`src/cts_consts.svh`:
```
`ifndef CTS_CONSTS_SVH
`define CTS_CONSTS_SVH
// register offsets
`define CTS_OFF_CTL2       4'h1
`define CTS_OFF_BT0        4'h2
`define CTS_OFF_BT1        4'h3
`define CTS_OFF_FLAGS      4'h4
`define CTS_OFF_ENABLES    4'h5
// reset values
`define CTS_CTL2_RESET     8'h00
`define CTS_BT0_RESET      8'h00
`define CTS_BT1_RESET      8'h00
`define CTS_FLAGS_RESET    8'h00
`define CTS_ENABLES_RESET  8'h00
// control two bits
`define CTS_LOOPBACK_ENABLE_BIT      2
`define CTS_WFILT_BIT      1
`define CTS_CLOCK_SOURCE_SELECT_BIT     0
// bit timing fields
`define CTS_SJW_LSB        6
`define CTS_TRIPLE_SAMPLE_ENABLE_BIT       7
`define CTS_SECOND_SEGMENT_LENGTH_LSB      4
// flag and enable bit positions
`define CTS_WAKE_BIT       7
`define CTS_RWRN_BIT       6
`define CTS_TWRN_BIT       5
`define CTS_RERR_BIT       4
`define CTS_TERR_BIT       3
`define CTS_BOFF_BIT       2
`define CTS_OVR_BIT        1
`define CTS_RXF_BIT        0
// error count limits
`define CTS_WARN_LIMIT     8'd96
`define CTS_RX_PASS_LIMIT  8'd127
`define CTS_TX_PASS_MIN    9'd128
`define CTS_TX_MAX         9'd255
`define CTS_RECESSIVE_RUNS 8'd128
// wake filter time
`define CTS_CLK_NS         8
`define CTS_WAKE_NS        2000
`define CTS_WAKE_CYCLES    ((`CTS_WAKE_NS + `CTS_CLK_NS - 1) / `CTS_CLK_NS)
`endif

```
`src/cts_pkg.sv`:
```
package cts_pkg;
  // bit time phases, one-hot
  typedef enum logic [2:0] {
    phase_sync = 3'h1,
    first_phase_segment = 3'h2,
    phase_seg2 = 3'h4
  } cts_phase_t;
  typedef logic [7:0] cts_byte_t;
endpackage

```
`src/cts_timing_status.sv`:
```
//Function
// - loopback feeds transmitter to receiver, pin recessive
// - loopback treats own frame received, ignores ack
// - wake filter needs long dominant, else edge
// - clock source picks pll or crystal half
// - timing registers writable only in soft reset
// - jump width is field plus one quanta
// - prescaler field plus one divides module clock
// - triple sampling takes majority of three
// - segment one is field plus one quanta
// - segment two is field plus one quanta
// - bit time is prescale times total quanta
// - flags clear by writing one, condition gone
// - bus activity in sleep sets wake flag
// - receive warning above 96 when not passive
// - transmit warning above 96 when not passive
// - receive passive above 127 unless bus off
// - transmit passive 128 to 255 unless bus off
// - bus off above 255, holds 128 recessive runs
// - overrun event sets overrun flag
// - receive full blocks swap until cleared
// - enables gate flags onto three interrupts
// - soft reset holds flags and enables cleared
`timescale 1ns/1ns
`include "cts_consts.svh"
module cts_timing_status
  import cts_pkg::*;
#(
  parameter int WAKE_CYCLES = `CTS_WAKE_CYCLES
) (
  // clock and reset
  input  wire logic       clk,
  input  wire logic       reset_n,
  // register port
  input  wire logic [3:0] reg_addr,
  input  wire logic [7:0] reg_wdata,
  input  wire logic       reg_write,
  input  wire logic       reg_read,
  output cts_byte_t       reg_rdata,
  // controller core side
  input  wire logic       soft_reset_bit,
  input  wire logic       sleep_mode,
  input  wire logic [7:0] receive_error_count,
  input  wire logic [8:0] transmit_error_count,
  input  wire logic       recessive_run_done,
  input  wire logic       overrun_event,
  input  wire logic       swap_request,
  input  wire logic       tx_bit_stream,
  // module clock enables
  input  wire logic       pll_system_clock,
  input  wire logic       crystal_clock,
  // bus pins
  input  wire logic       bus_receive_pin,
  output logic            bus_transmit_pin,
  // bit stream and timing to the core
  output logic            receiver_bit,
  output logic            sample_strobe,
  output logic            sampled_bit,
  output logic            bit_start,
  output logic            ack_check_off,
  output logic            swap_grant,
  // interrupts
  output logic            wake_irq,
  output logic            error_irq,
  output logic            receive_irq
);
  ////////////////////////////////////////////////////////////////////////
  // registers and decode
  cts_byte_t  module_control_two;      // loopback, filter, clock source
  cts_byte_t  bit_timing_zero;         // jump width, prescaler
  cts_byte_t  bit_timing_one;          // sampling, segments
  cts_byte_t  receiver_event_flags;    // sticky status
  cts_byte_t  receiver_event_enables;  // interrupt gates
  cts_byte_t  set_vec;                 // flag set terms
  cts_byte_t  cond_vec;                // setting conditions still true
  cts_byte_t  clr_vec;                 // write one to clear
  logic       cfg_write;               // config write allowed
  logic       loopback_enable;         // internal loop
  logic       wake_filter_select;      // filtered wakeup
  logic       clock_source_select;     // pll versus crystal half
  logic [1:0] resync_jump_width;       // field
  logic [5:0] quantum_prescaler;       // field
  logic       triple_sample_enable;    // majority voting
  logic [3:0] first_segment_length;    // field
  logic [2:0] second_segment_length;   // field

  assign loopback_enable       = module_control_two[`CTS_LOOPBACK_ENABLE_BIT];
  assign wake_filter_select    = module_control_two[`CTS_WFILT_BIT];
  assign clock_source_select   = module_control_two[`CTS_CLOCK_SOURCE_SELECT_BIT];
  assign resync_jump_width     = bit_timing_zero[`CTS_SJW_LSB +: 2];
  assign quantum_prescaler     = bit_timing_zero[5:0];
  assign triple_sample_enable  = bit_timing_one[`CTS_TRIPLE_SAMPLE_ENABLE_BIT];
  assign second_segment_length = bit_timing_one[`CTS_SECOND_SEGMENT_LENGTH_LSB +: 3];
  assign first_segment_length  = bit_timing_one[3:0];
  assign cfg_write             = reg_write & soft_reset_bit;

  ////////////////////////////////////////////////////////////////////////
  // configuration registers, writable in soft reset only
  always_ff @(posedge clk) begin
    if (!reset_n) begin
      module_control_two <= `CTS_CTL2_RESET;
      bit_timing_zero    <= `CTS_BT0_RESET;
      bit_timing_one     <= `CTS_BT1_RESET;
    end else if (cfg_write) begin
      // upper bits of control two are unimplemented
      if (reg_addr == `CTS_OFF_CTL2)
        module_control_two <= {5'h00, reg_wdata[2:0]};
      if (reg_addr == `CTS_OFF_BT0)
        bit_timing_zero <= reg_wdata;
      if (reg_addr == `CTS_OFF_BT1)
        bit_timing_one <= reg_wdata;
    end
  end

  // interrupt enables, held cleared in soft reset
  always_ff @(posedge clk) begin
    if (!reset_n || soft_reset_bit) begin
      receiver_event_enables <= `CTS_ENABLES_RESET;
    end else if (reg_write && reg_addr == `CTS_OFF_ENABLES) begin
      receiver_event_enables <= reg_wdata;
    end
  end

  // read data stands one cycle after the strobe
  always_ff @(posedge clk) begin
    if (!reset_n || !reg_read) begin
      reg_rdata <= 8'h00;
    end else begin
      unique case (reg_addr)
        `CTS_OFF_CTL2:    reg_rdata <= module_control_two;
        `CTS_OFF_BT0:     reg_rdata <= bit_timing_zero;
        `CTS_OFF_BT1:     reg_rdata <= bit_timing_one;
        `CTS_OFF_FLAGS:   reg_rdata <= receiver_event_flags;
        `CTS_OFF_ENABLES: reg_rdata <= receiver_event_enables;
        default:          reg_rdata <= 8'h00; // unmapped
      endcase
    end
  end

  ////////////////////////////////////////////////////////////////////////
  // pin synchroniser and loopback path
  logic rx_meta;   // first stage
  logic rx_sync;   // second stage

  always_ff @(posedge clk) begin
    if (!reset_n) begin
      rx_meta <= 1'b1;
      rx_sync <= 1'b1;
    end else begin
      rx_meta <= bus_receive_pin;
      rx_sync <= rx_meta;
    end
  end

  // loop routes transmitter inward and parks the pin recessive
  always_ff @(posedge clk) begin
    if (!reset_n) begin
      receiver_bit     <= 1'b1;
      bus_transmit_pin <= 1'b1;
      ack_check_off    <= 1'b0;
    end else begin
      receiver_bit     <= loopback_enable ? tx_bit_stream : rx_sync;
      bus_transmit_pin <= loopback_enable | tx_bit_stream;
      ack_check_off    <= loopback_enable;
    end
  end

  ////////////////////////////////////////////////////////////////////////
  // wakeup detection
  logic        rx_prev;   // last synced level
  logic [15:0] dom_cnt;   // dominant length in cycles
  logic        wake_evt;  // bus activity while asleep

  always_ff @(posedge clk) begin
    if (!reset_n) begin
      rx_prev <= 1'b1;
      dom_cnt <= 16'h0000;
    end else begin
      rx_prev <= rx_sync;
      if (rx_sync)
        dom_cnt <= 16'h0000;
      else if (dom_cnt != 16'hffff)
        dom_cnt <= dom_cnt + 16'h0001;
    end
  end

  // filtered: dominant held long enough; else any falling edge
  assign wake_evt = sleep_mode & (wake_filter_select ?
    (!rx_sync && dom_cnt == 16'(WAKE_CYCLES - 1)) :
    (rx_prev && !rx_sync));

  ////////////////////////////////////////////////////////////////////////
  // receiver flags
  logic [7:0] boff_runs;   // recessive runs seen while bus off
  logic       boff_hold;   // bus off condition still true
  logic       rx_warn;     // receive count above warning
  logic       tx_warn;     // transmit count above warning
  logic       no_passive;  // no passive nor bus off flag

  assign no_passive = ~receiver_event_flags[`CTS_RERR_BIT] &
                      ~receiver_event_flags[`CTS_TERR_BIT] &
                      ~receiver_event_flags[`CTS_BOFF_BIT];
  assign rx_warn = receive_error_count > `CTS_WARN_LIMIT;
  assign tx_warn = transmit_error_count > {1'b0, `CTS_WARN_LIMIT};
  assign boff_hold = (transmit_error_count > `CTS_TX_MAX) |
    (receiver_event_flags[`CTS_BOFF_BIT] &
     (boff_runs < `CTS_RECESSIVE_RUNS));

  // set terms per flag
  always_comb begin
    set_vec = 8'h00;
    set_vec[`CTS_WAKE_BIT] = wake_evt;
    set_vec[`CTS_RWRN_BIT] = rx_warn & no_passive;
    set_vec[`CTS_TWRN_BIT] = tx_warn & no_passive;
    set_vec[`CTS_RERR_BIT] = (receive_error_count > `CTS_RX_PASS_LIMIT) &
                             ~receiver_event_flags[`CTS_BOFF_BIT];
    set_vec[`CTS_TERR_BIT] = (transmit_error_count >= `CTS_TX_PASS_MIN) &
                             (transmit_error_count <= `CTS_TX_MAX) &
                             ~receiver_event_flags[`CTS_BOFF_BIT];
    set_vec[`CTS_BOFF_BIT] = transmit_error_count > `CTS_TX_MAX;
    set_vec[`CTS_OVR_BIT]  = overrun_event;
    set_vec[`CTS_RXF_BIT]  = swap_request &
                             ~receiver_event_flags[`CTS_RXF_BIT];
    cond_vec = set_vec;
    cond_vec[`CTS_BOFF_BIT] = boff_hold;
  end

  assign clr_vec = (reg_write && reg_addr == `CTS_OFF_FLAGS) ?
                   reg_wdata : 8'h00;

  // set wins; clear only where the condition is gone
  always_ff @(posedge clk) begin
    if (!reset_n || soft_reset_bit) begin
      receiver_event_flags <= `CTS_FLAGS_RESET;
    end else begin
      receiver_event_flags <= set_vec |
        (receiver_event_flags & ~(clr_vec & ~cond_vec));
    end
  end

  // count recessive runs while bus off
  always_ff @(posedge clk) begin
    if (!reset_n || !receiver_event_flags[`CTS_BOFF_BIT]) begin
      boff_runs <= 8'h00;
    end else if (recessive_run_done &&
                 boff_runs < `CTS_RECESSIVE_RUNS) begin
      boff_runs <= boff_runs + 8'h01;
    end
  end

  // swap handshake and interrupt lines
  always_ff @(posedge clk) begin
    if (!reset_n) begin
      swap_grant  <= 1'b0;
      wake_irq    <= 1'b0;
      error_irq   <= 1'b0;
      receive_irq <= 1'b0;
    end else begin
      swap_grant  <= set_vec[`CTS_RXF_BIT] & ~soft_reset_bit;
      wake_irq    <= receiver_event_flags[7] &
                     receiver_event_enables[7];
      error_irq   <= |(receiver_event_flags[6:1] &
                       receiver_event_enables[6:1]);
      // own looped frame lands here too
      receive_irq <= receiver_event_flags[0] &
                     receiver_event_enables[0];
    end
  end

  ////////////////////////////////////////////////////////////////////////
  // module clock enable and quantum prescaler
  logic       xtal_half;  // crystal divided by two
  logic       mclk_en;    // module clock tick
  logic [5:0] presc_cnt;  // prescaler position
  logic       tq_tick;    // one quantum elapsed

  assign mclk_en = clock_source_select ? pll_system_clock :
                   (crystal_clock & xtal_half);

  always_ff @(posedge clk) begin
    if (!reset_n) begin
      xtal_half <= 1'b0;
    end else if (crystal_clock) begin
      xtal_half <= ~xtal_half;
    end
  end

  always_ff @(posedge clk) begin
    if (!reset_n || soft_reset_bit) begin
      presc_cnt <= 6'h00;
      tq_tick   <= 1'b0;
    end else begin
      tq_tick <= mclk_en && presc_cnt == quantum_prescaler;
      if (mclk_en)
        presc_cnt <= (presc_cnt == quantum_prescaler) ? 6'h00 :
                     presc_cnt + 6'h01;
    end
  end

  ////////////////////////////////////////////////////////////////////////
  // bit timing state machine
  cts_phase_t phase;     // current segment
  logic [4:0] seg_cnt;   // quanta left in segment
  logic [4:0] elapsed;   // quanta since sync
  logic       resynced;  // one resync per bit
  logic [2:0] hist;      // quantum samples
  logic       edge_seen; // recessive to dominant
  logic       do_resync; // edge acted upon
  logic [4:0] sjw_q;     // jump width in quanta
  logic [4:0] grow;      // lengthening amount
  logic       short_new; // edge close to bit end
  logic       vote;      // majority of three

  assign sjw_q     = {3'h0, resync_jump_width} + 5'h01;
  assign grow      = (elapsed + 5'h01 < sjw_q) ? elapsed + 5'h01 : sjw_q;
  assign edge_seen = hist[0] & ~receiver_bit;
  assign do_resync = tq_tick & edge_seen & ~resynced &
                     (phase != phase_sync);
  assign short_new = seg_cnt < sjw_q;
  assign vote = (receiver_bit & hist[0]) | (receiver_bit & hist[1]) |
                (hist[0] & hist[1]);

  // sample history per quantum
  always_ff @(posedge clk) begin
    if (!reset_n) begin
      hist <= 3'h7;
    end else if (tq_tick) begin
      hist <= {hist[1:0], receiver_bit};
    end
  end

  // sync, first segment, second segment per bit
  always_ff @(posedge clk) begin
    if (!reset_n || soft_reset_bit) begin
      phase    <= phase_sync;
      seg_cnt  <= 5'h00;
      elapsed  <= 5'h00;
      resynced <= 1'b0;
    end else if (tq_tick) begin
      unique case (phase)
        phase_sync: begin
          phase    <= first_phase_segment;
          seg_cnt  <= {1'b0, first_segment_length};
          elapsed  <= 5'h00;
          resynced <= 1'b0;
        end
        first_phase_segment: begin
          if (do_resync) begin
            seg_cnt  <= seg_cnt + grow;
            resynced <= 1'b1;
          end else if (seg_cnt == 5'h00) begin
            phase   <= phase_seg2;
            seg_cnt <= {2'h0, second_segment_length};
          end else begin
            seg_cnt <= seg_cnt - 5'h01;
            elapsed <= elapsed + 5'h01;
          end
        end
        phase_seg2: begin
          if (do_resync && short_new) begin
            // edge quantum becomes the next sync
            phase    <= first_phase_segment;
            seg_cnt  <= {1'b0, first_segment_length};
            elapsed  <= 5'h00;
            resynced <= 1'b0;
          end else if (do_resync) begin
            seg_cnt  <= seg_cnt - sjw_q;
            resynced <= 1'b1;
          end else if (seg_cnt == 5'h00) begin
            phase <= phase_sync;
          end else begin
            seg_cnt <= seg_cnt - 5'h01;
          end
        end
      endcase
    end
  end

  // sample point and bit boundary outputs
  always_ff @(posedge clk) begin
    if (!reset_n || soft_reset_bit) begin
      sample_strobe <= 1'b0;
      sampled_bit   <= 1'b1;
      bit_start     <= 1'b0;
    end else begin
      sample_strobe <= tq_tick && phase == first_phase_segment &&
                       seg_cnt == 5'h00 && !do_resync;
      if (tq_tick && phase == first_phase_segment && seg_cnt == 5'h00 &&
          !do_resync)
        sampled_bit <= triple_sample_enable ? vote : receiver_bit;
      bit_start <= tq_tick && ((phase == phase_seg2 && seg_cnt == 5'h00 &&
                   !do_resync) || (phase == phase_seg2 && do_resync &&
                   short_new));
    end
  end
endmodule

```
`config.mk`:
```
export PLATFORM = sky130hd
export DESIGN_NAME = cts_timing_status
export DESIGN_NICKNAME = d
export VERILOG_FILES = /design/src/cts_pkg.sv /design/src/cts_timing_status.sv
export VERILOG_INCLUDE_DIRS = /design/src
export SDC_FILE = /design/constraint.sdc
export NUM_CORES = 1
export LEC_CHECK = 0
export BUFFER_PORTS_ARGS = -buffer_cell sky130_fd_sc_hd__buf_4
export CAP_MARGIN = 20
export CORE_UTILIZATION = 40
export DETAILED_ROUTE_END_ITERATION = 8
export SLEW_MARGIN = 25
export SYNTH_ARGS = -nofsm -noshare
export SYNTH_HDL_FRONTEND = slang
export SYNTH_SLANG_ARGS = --single-unit
export TNS_END_PERCENT = 100
```
`constraint.sdc`:
```
create_clock -name clk -period 4.05 [get_ports clk]
set_input_delay 0.81 -clock clk [delete_from_list [all_inputs] [get_ports clk]]
set_output_delay 0.81 -clock clk [all_outputs]
set_load 0.02 [all_outputs]
```
==> flow_summary.yaml, run 1 <==
synth:
  ys_seq_elements: 104
  synth_nets: 635
  ys_types: 73
  avgSynthCellArea_um2: 8.98
  yosys.area.top_type_share_pct: 40.3
  ys.flop_type: "dfxtp_1"
  async_flop_share_pct: 0
  synth_top_area_cell: "dfxtp_1"
  synth.area.top_cells: "dfxtp_1, mux2i_1, a21oi_1"
  synthCells: 575
  synth_warnings: 0
  seq_area_frac_synth_pct: 40.3
  syn_area_um2: 5160
  synth_edf_count: 0
detailed_routing:
  drtIter0Drc: 278
  vias_per_cell: 5.45
  antenna_left: 0
  route.detailed.drc: 0
  totalWireLength_um: 13100
  wire_per_inst_um: 16.4
  num_vias: 4368
  drt-pass1-iter-count: 4
die:
  coreArea_um2: 12600
  core.rowCount: 41
  initial_utilization_pct: 40.9
  boundaryPins: 60
  die_h_um: 116
  die_w_um: 116
  die-area_um2: 13400
timing:
  relSlewSlack_pct: 50.7
  hold_viol: 0
  tightest_slew_ps: 739
  setup-tns-final_ps: 0
  fin_ws_ps: 878
  post-route-min-period_ps: 3170
  fin_crit_sh_pct: 78.3
  grt_setup_unrepaired: "false"
  whs_ps: 421
  timing.final.max_slew_violations: 0
  fmax_ghz: 0.315
  finClkSkew_ps: 11.4
  setup_viol: 0
clock_network:
  clock_sinks: 104
  cts_tree: "yes"
  cts_root_buf: "clkbuf_16"
  hold_buffers: 0
  insertion_delay_ps: 350
  h-tree-depth: 3
  max-clock-path-buffers: 2
  numCtsBuffers: 9
  ctsResizeCount: 0
  cts_setup_buffers: 0
  clk_pin_slew_ps: 70
power:
  ir_drop_mv: 0.324
  power.share.sequential_pct: 51.4
  p_leak_nw: 2.21
  power_density_nw_per_um2: 337
  switchingPower_mw: 0.469
  pwr-share-clk_pct: 42.4
  p_sw_share_pct: 23.1
  combPwrFrac_pct: 6.2
  p_int_mw: 1.56
finish:
  multi_input_area_um2: 2930
  seqCellArea_um2: 2080
  fin_cells: 801
  fillerInstances: 1272
  antennaDiodeCount: 0
  fin_nets: 685
  area_growth_pct: 17.0
  drive_gt1_share_pct: 15.9
worst_setup_path:
  crit_type: "flip-flop to flip-flop"
  cp-end-kind: "flip-flop"
  critPathSlowestCell: "fa_1"
  crit_path_max_fanout: 5
  crit_chain: "ha_1 -> inv_1 -> ha_1 -> a21boi_0 -> o21ai_0 -> nand3_1 -> mux2_2 -> fa_1 -> nand3b_1 -> a21oi_1 -> a211oi_1 -> or3_1 -> nand2_1"
  cp.required_ps: 4350
  slowest_delay_ps: 520
  critPathArrivalTime_ps: 3470
  critPathMostFrequentCell: "ha_1"
  start_kind: "flip-flop"
place:
  dp_hpwl_um: 9670
  place_ws_ps: 909
  dp.cells: 786
  routabilityCongestion: 0.900
  io_buffer_count: 59
global_routing:
  gr-total-overflow: 0
  grt_pass1_vias: 4391
  grt_first_pass_wirelength_um: 22300
  grt_max_degree: 27
  antenna_found_initial: 1
  grtUsageTotal_pct: 21.6
outcome:
  outcome: "finished clean"
run:
  cap_violations: 0
min_path:
  hold_path.class: "flip-flop to flip-flop"
==> critical path: cells and delay by family (launching register included) <==
| family | cells | cell delay [ps] |
|---|---|---|
| buf+inv | 1 | 80 |
| flops | 1 | 360 |
| fa+ha+maj | 3 | 1150 |
| compound gates | 4 | 480 |
| mux | 1 | 390 |
| simple gates | 4 | 660 |
==> layout by cell type, fill, tap and decap left out, drive strengths merged, types with 9 or more instances in the layout <==
cell type	synthesis	layout
xnor2	16	16
nor3	11	11
a21oi	48	48
dfxtp	104	104
o21ai	13	13
nand2	54	54
nand3	29	29
buf	10	63
nor2	62	62
xor2	16	16
inv	14	14
or3	11	11
and3	10	10
mux2i	25	25
ha	16	16
clkbuf	14	9
==> metrics by stage <==
step	power, mW	util [%]	area, um^2
2_1_floorplan	1.13	-	5160
3_3_place_gp	1.19	45.6	5750
3_5_place_dp	1.19	45.6	5750
4_1_cts	2.06	47.9	6040
5_1_grt	2.12	47.9	6040
6_report	2.03	47.9	6040
==> power by group through the flow <==
stage / Clock (mW) / Sequential, mW / Combinational (mW)
2_1_floorplan: 0 / 1.07 / 0.0624
3_3_place_gp: 0 / 1.07 / 0.124
3_5_place_dp: 0 / 1.07 / 0.126
4_1_cts: 0.886 / 1.04 / 0.127
5_1_grt: 0.933 / 1.05 / 0.138
6_report: 0.862 / 1.04 / 0.126
==> area by class of cell <==
type | instances | area share, %
tap | 172 | 3.56
timing repair buffer | 63 | 7.83
sequential | 104 | 34.5
clock inverter | 6 | 1.02
clock buffer | 9 | 3.73
multi-input combinational | 433 | 48.5
inverter | 14 | 0.870
==> layer usage <==
metal	track usage [%]	vias up	share of wire (%)
li1	-	2184	-
met1	27.2	2077	46
met2	36.4	91	49
met3	5.49	14	4.2
met4	6.32	2	1.3
met5	0	-	0.099
==> cell usage after synthesis (all sizes together) (5+ instances only) <==
cell type / count
and3: 10
buf: 10
a222oi: 8
and2: 6
nor2: 62
xor2: 16
clkbuf: 14
nand2: 54
nor2b: 5
a31oi: 5
dfxtp: 104
xnor2: 16
o21ai: 13
ha: 16
a21oi: 48
nand4: 6
mux2i: 25
inv: 14
nand2b: 6
nand3: 29
or3: 11
mux2: 6
nor3: 11
nor3b: 6
==> path summary, 6_finish.rpt <==
path | from | end | slack, ps | cells after the start
max | bit_timing_zero[6] | seg_cnt[1] | 880 | 13
min | rx_meta | rx_sync | 420 | 1
max reg2reg | bit_timing_zero[6] | seg_cnt[1] | 880 | 13
min reg2reg | rx_meta | rx_sync | 420 | 1
==> state kept, by name, summed over array words and instances (netlist names), 2 cells and up <==
signal and cells:
boff_runs 8, bit_timing_one 8, seg_cnt 5, hist 2, presc_cnt 6, dom_cnt 16, receiver_event_enables 8, module_control_two 3
reg_rdata 8, bit_timing_zero 8, elapsed 5, receiver_event_flags 8, phase 3
==> logic make-up (layout without fill, tap and decap cells) <==
| logic type | Yosys count | after routing | share of synthesized area [%] |
|---|---|---|---|
| compound gates | 115 | 115 | 15.0 |
| xor+xnor | 32 | 32 | 5.43 |
| fa+ha+maj | 18 | 18 | 4.65 |
| buf+inv | 38 | 92 | 3.05 |
| flops | 104 | 104 | 40.3 |
| mux | 31 | 31 | 6.15 |
| other cells | 1 | 1 | 0.0726 |
| simple gates | 236 | 236 | 25.3 |
No activity file was read; power rests on OpenSTA's default activity.
==> inputs of run 2 (changes only) <==
Clock period 4.05 ns to 2.8 ns, I/O delays scaled along.
==> run 2 against run 1 <==
The run now ends with negative setup slack left. Count of clock-buffer cells in the layout rose by 2. Sequential cell count did not move. Register-to-register slack got worse by 900 ps. Maximum frequency rose by 12%. Critical path type unchanged. Critical endpoint unchanged. Largest cell class unchanged. Highest routed layer is now met4.
==> flow_summary.yaml, run 2 (synthesis results as in run 1) <==
die:
  die_h_um: 116
  core.rowCount: 41
  die-area_um2: 13400
  die_w_um: 116
  boundaryPins: 60
  coreArea_um2: 12600
  initial_utilization_pct: 40.9
power:
  switchingPower_mw: 0.681
  p_leak_nw: 2.35
  pwr-share-clk_pct: 46.2
  power.share.sequential_pct: 47.8
  ir_drop_mv: 0.323
  p_sw_share_pct: 21.5
  combPwrFrac_pct: 6.0
  p_int_mw: 2.48
  total_power_mw: 3.16
  power_density_nw_per_um2: 498
global_routing:
  grt_first_pass_wirelength_um: 22000
  grt_max_degree: 25
  grt_pass1_vias: 4427
  antenna_found_initial: 0
  grtUsageTotal_pct: 21.3
  gr-total-overflow: 0
place:
  place_ws_ps: -123
  routabilityCongestion: 0.871
  dp.cells: 803
  dp_hpwl_um: 9800
  io_buffer_count: 59
worst_setup_path:
  rrSetupSlack_ps: -30
  cp-end-kind: "flip-flop"
  critPathSlowestCell: "fa_1"
  crit_path_end: "seg_cnt[1]"
  slowest_delay_ps: 520
  crit_chain: "ha_4 -> inv_2 -> ha_4 -> a21boi_4 -> o21ai_2 -> nand3_2 -> mux2_4 -> fa_1 -> nand3b_1 -> a21oi_2 -> a211oi_1 -> or3_1 -> nand2_1"
  crit_path_max_fanout: 3
  r2r_start: "bit_timing_zero[7]"
  critPathMostFrequentCell: "ha_4"
  cp.required_ps: 3100
  crit_path_start: "bit_timing_zero[7]"
  reg2reg_depth: 13
  critPathArrivalTime_ps: 3120
  reg2reg_to: "seg_cnt[1]"
  start_kind: "flip-flop"
  crit_type: "flip-flop to flip-flop"
finish:
  fillerInstances: 1237
  largest_reg_flops: 16
  mostFrequentLayoutCells: "dfxtp_1, buf_4, nor2_1, nand2_1, a21oi_1"
  largest_register: "dom_cnt"
  fin_cells: 821
  antennaDiodeCount: 0
  drive_gt1_share_pct: 20.8
  fin_nets: 704
  multi_input_area_um2: 3030
  seqCellArea_um2: 2090
  final_common_cell: "dfxtp_1"
  area_growth_pct: 22.9
timing:
  post-route-min-period_ps: 2830
  timing.final.max_slew_violations: 0
  fin_crit_sh_pct: 101
  finClkSkew_ps: 8.10
  tightest_slew_ps: 569
  fin_ws_ps: -25.1
  fmax_ghz: 0.354
  hold_viol: 0
  relSlewSlack_pct: 62.1
  grt_setup_unrepaired: "true"
  setup_viol: 1
  whs_ps: 383
clock_network:
  insertion_delay_ps: 360
  clock_sinks: 104
  h-tree-depth: 3
  cts_root_buf: "clkbuf_16"
  clk_pin_slew_ps: 70
  numCtsBuffers: 9
  max-clock-path-buffers: 2
  cts_tree: "yes"
outcome:
  outcome: "complete, but fails checks"
  violations: "negative setup slack"
detailed_routing:
  drt-pass1-iter-count: 6
  vias_per_cell: 5.49
  num_vias: 4508
  antenna_left: 0
  totalWireLength_um: 13200
  route.detailed.drc: 0
  drtIter0Drc: 347
  wire_per_inst_um: 16.1
min_path:
  hold_path.class: "input pin to flip-flop"
run:
  cap_violations: 0
## run 2: cell types whose count changed in the layout (fill, tap and decap cells not counted), sizes merged
cell      before  now
bufinv         1    3
buf           63   82
clkinvlp       1    0
clkinv         4    2
clkbuf         9   11
## run 2: worst max-delay path: cells and delay by family (launching register included)
family / cells / cell delay, ps
fa+ha+maj: 3 / 990
simple gates: 4 / 610
compound gates: 4 / 440
mux: 1 / 340
flops: 1 / 330
buf+inv: 1 / 50
## run 2: per-layer routing
layer / GRT usage, % / routed length (um) / up-vias
met5: 0 / 0 / -
met4: 9.40 / 345 / 0
met3: 3.56 / 485 / 24
met2: 35.3 / 6340 / 117
met1: 27.3 / 6040 / 2148
li1: - / - / 2219
## run 2: cell type report
cell class / count / share of cell area (%)
inverters: 14 / 0.828
multi-input cells: 433 / 47.8
repair buffers: 82 / 9.70
well taps: 172 / 3.39
clock inverters: 5 / 1.64
clock buffers: 11 / 3.82
flip-flops and latches: 104 / 32.9
## run 2: power by group through the flow
stage | sequential, mW | combinational [mW] | clock, mW
final | 1.51 | 0.190 | 1.46
after global routing | 1.51 | 0.207 | 1.55
after CTS | 1.51 | 0.189 | 1.49
after detailed placement | 1.55 | 0.188 | 0
after global placement | 1.54 | 0.185 | 0
after floorplan | 1.54 | 0.0910 | 0
## run 2: metrics by stage
stage / util (%) / instance area [um^2] / TNS (ps)
after global routing: 50.3 / 6350 / -205
after floorplan: - / 5210 / 0
after global placement: 47.0 / 5930 / -104
final: 50.3 / 6350 / -25.1
after CTS: 49.9 / 6290 / -83.8
after detailed placement: 47.0 / 5930 / -188
## run 2: worst min path at each step
stage	start	to	slack (ps)	depth (start not counted)
3_3_place_gp	rx_meta	rx_sync	400	1
3_5_place_dp	rx_meta	rx_sync	410	1
5_1_grt	bus_receive_pin	rx_meta	390	2
6_report	bus_receive_pin	rx_meta	380	2
2_1_floorplan	rx_meta	rx_sync	390	1
4_1_cts	bus_receive_pin	rx_meta	380	2
## run 2: what timing repair did
| action | CTS | global route |
|---|---|---|
| gates cloned | 0 | 0 |
| hold buffers | 0 | 0 |
| setup buffers | 1 | 1 |
| pin swaps | 7 | 4 |
| resized for setup | 2 | 9 |
| endpoints found under the setup margin | 3 | 4 |
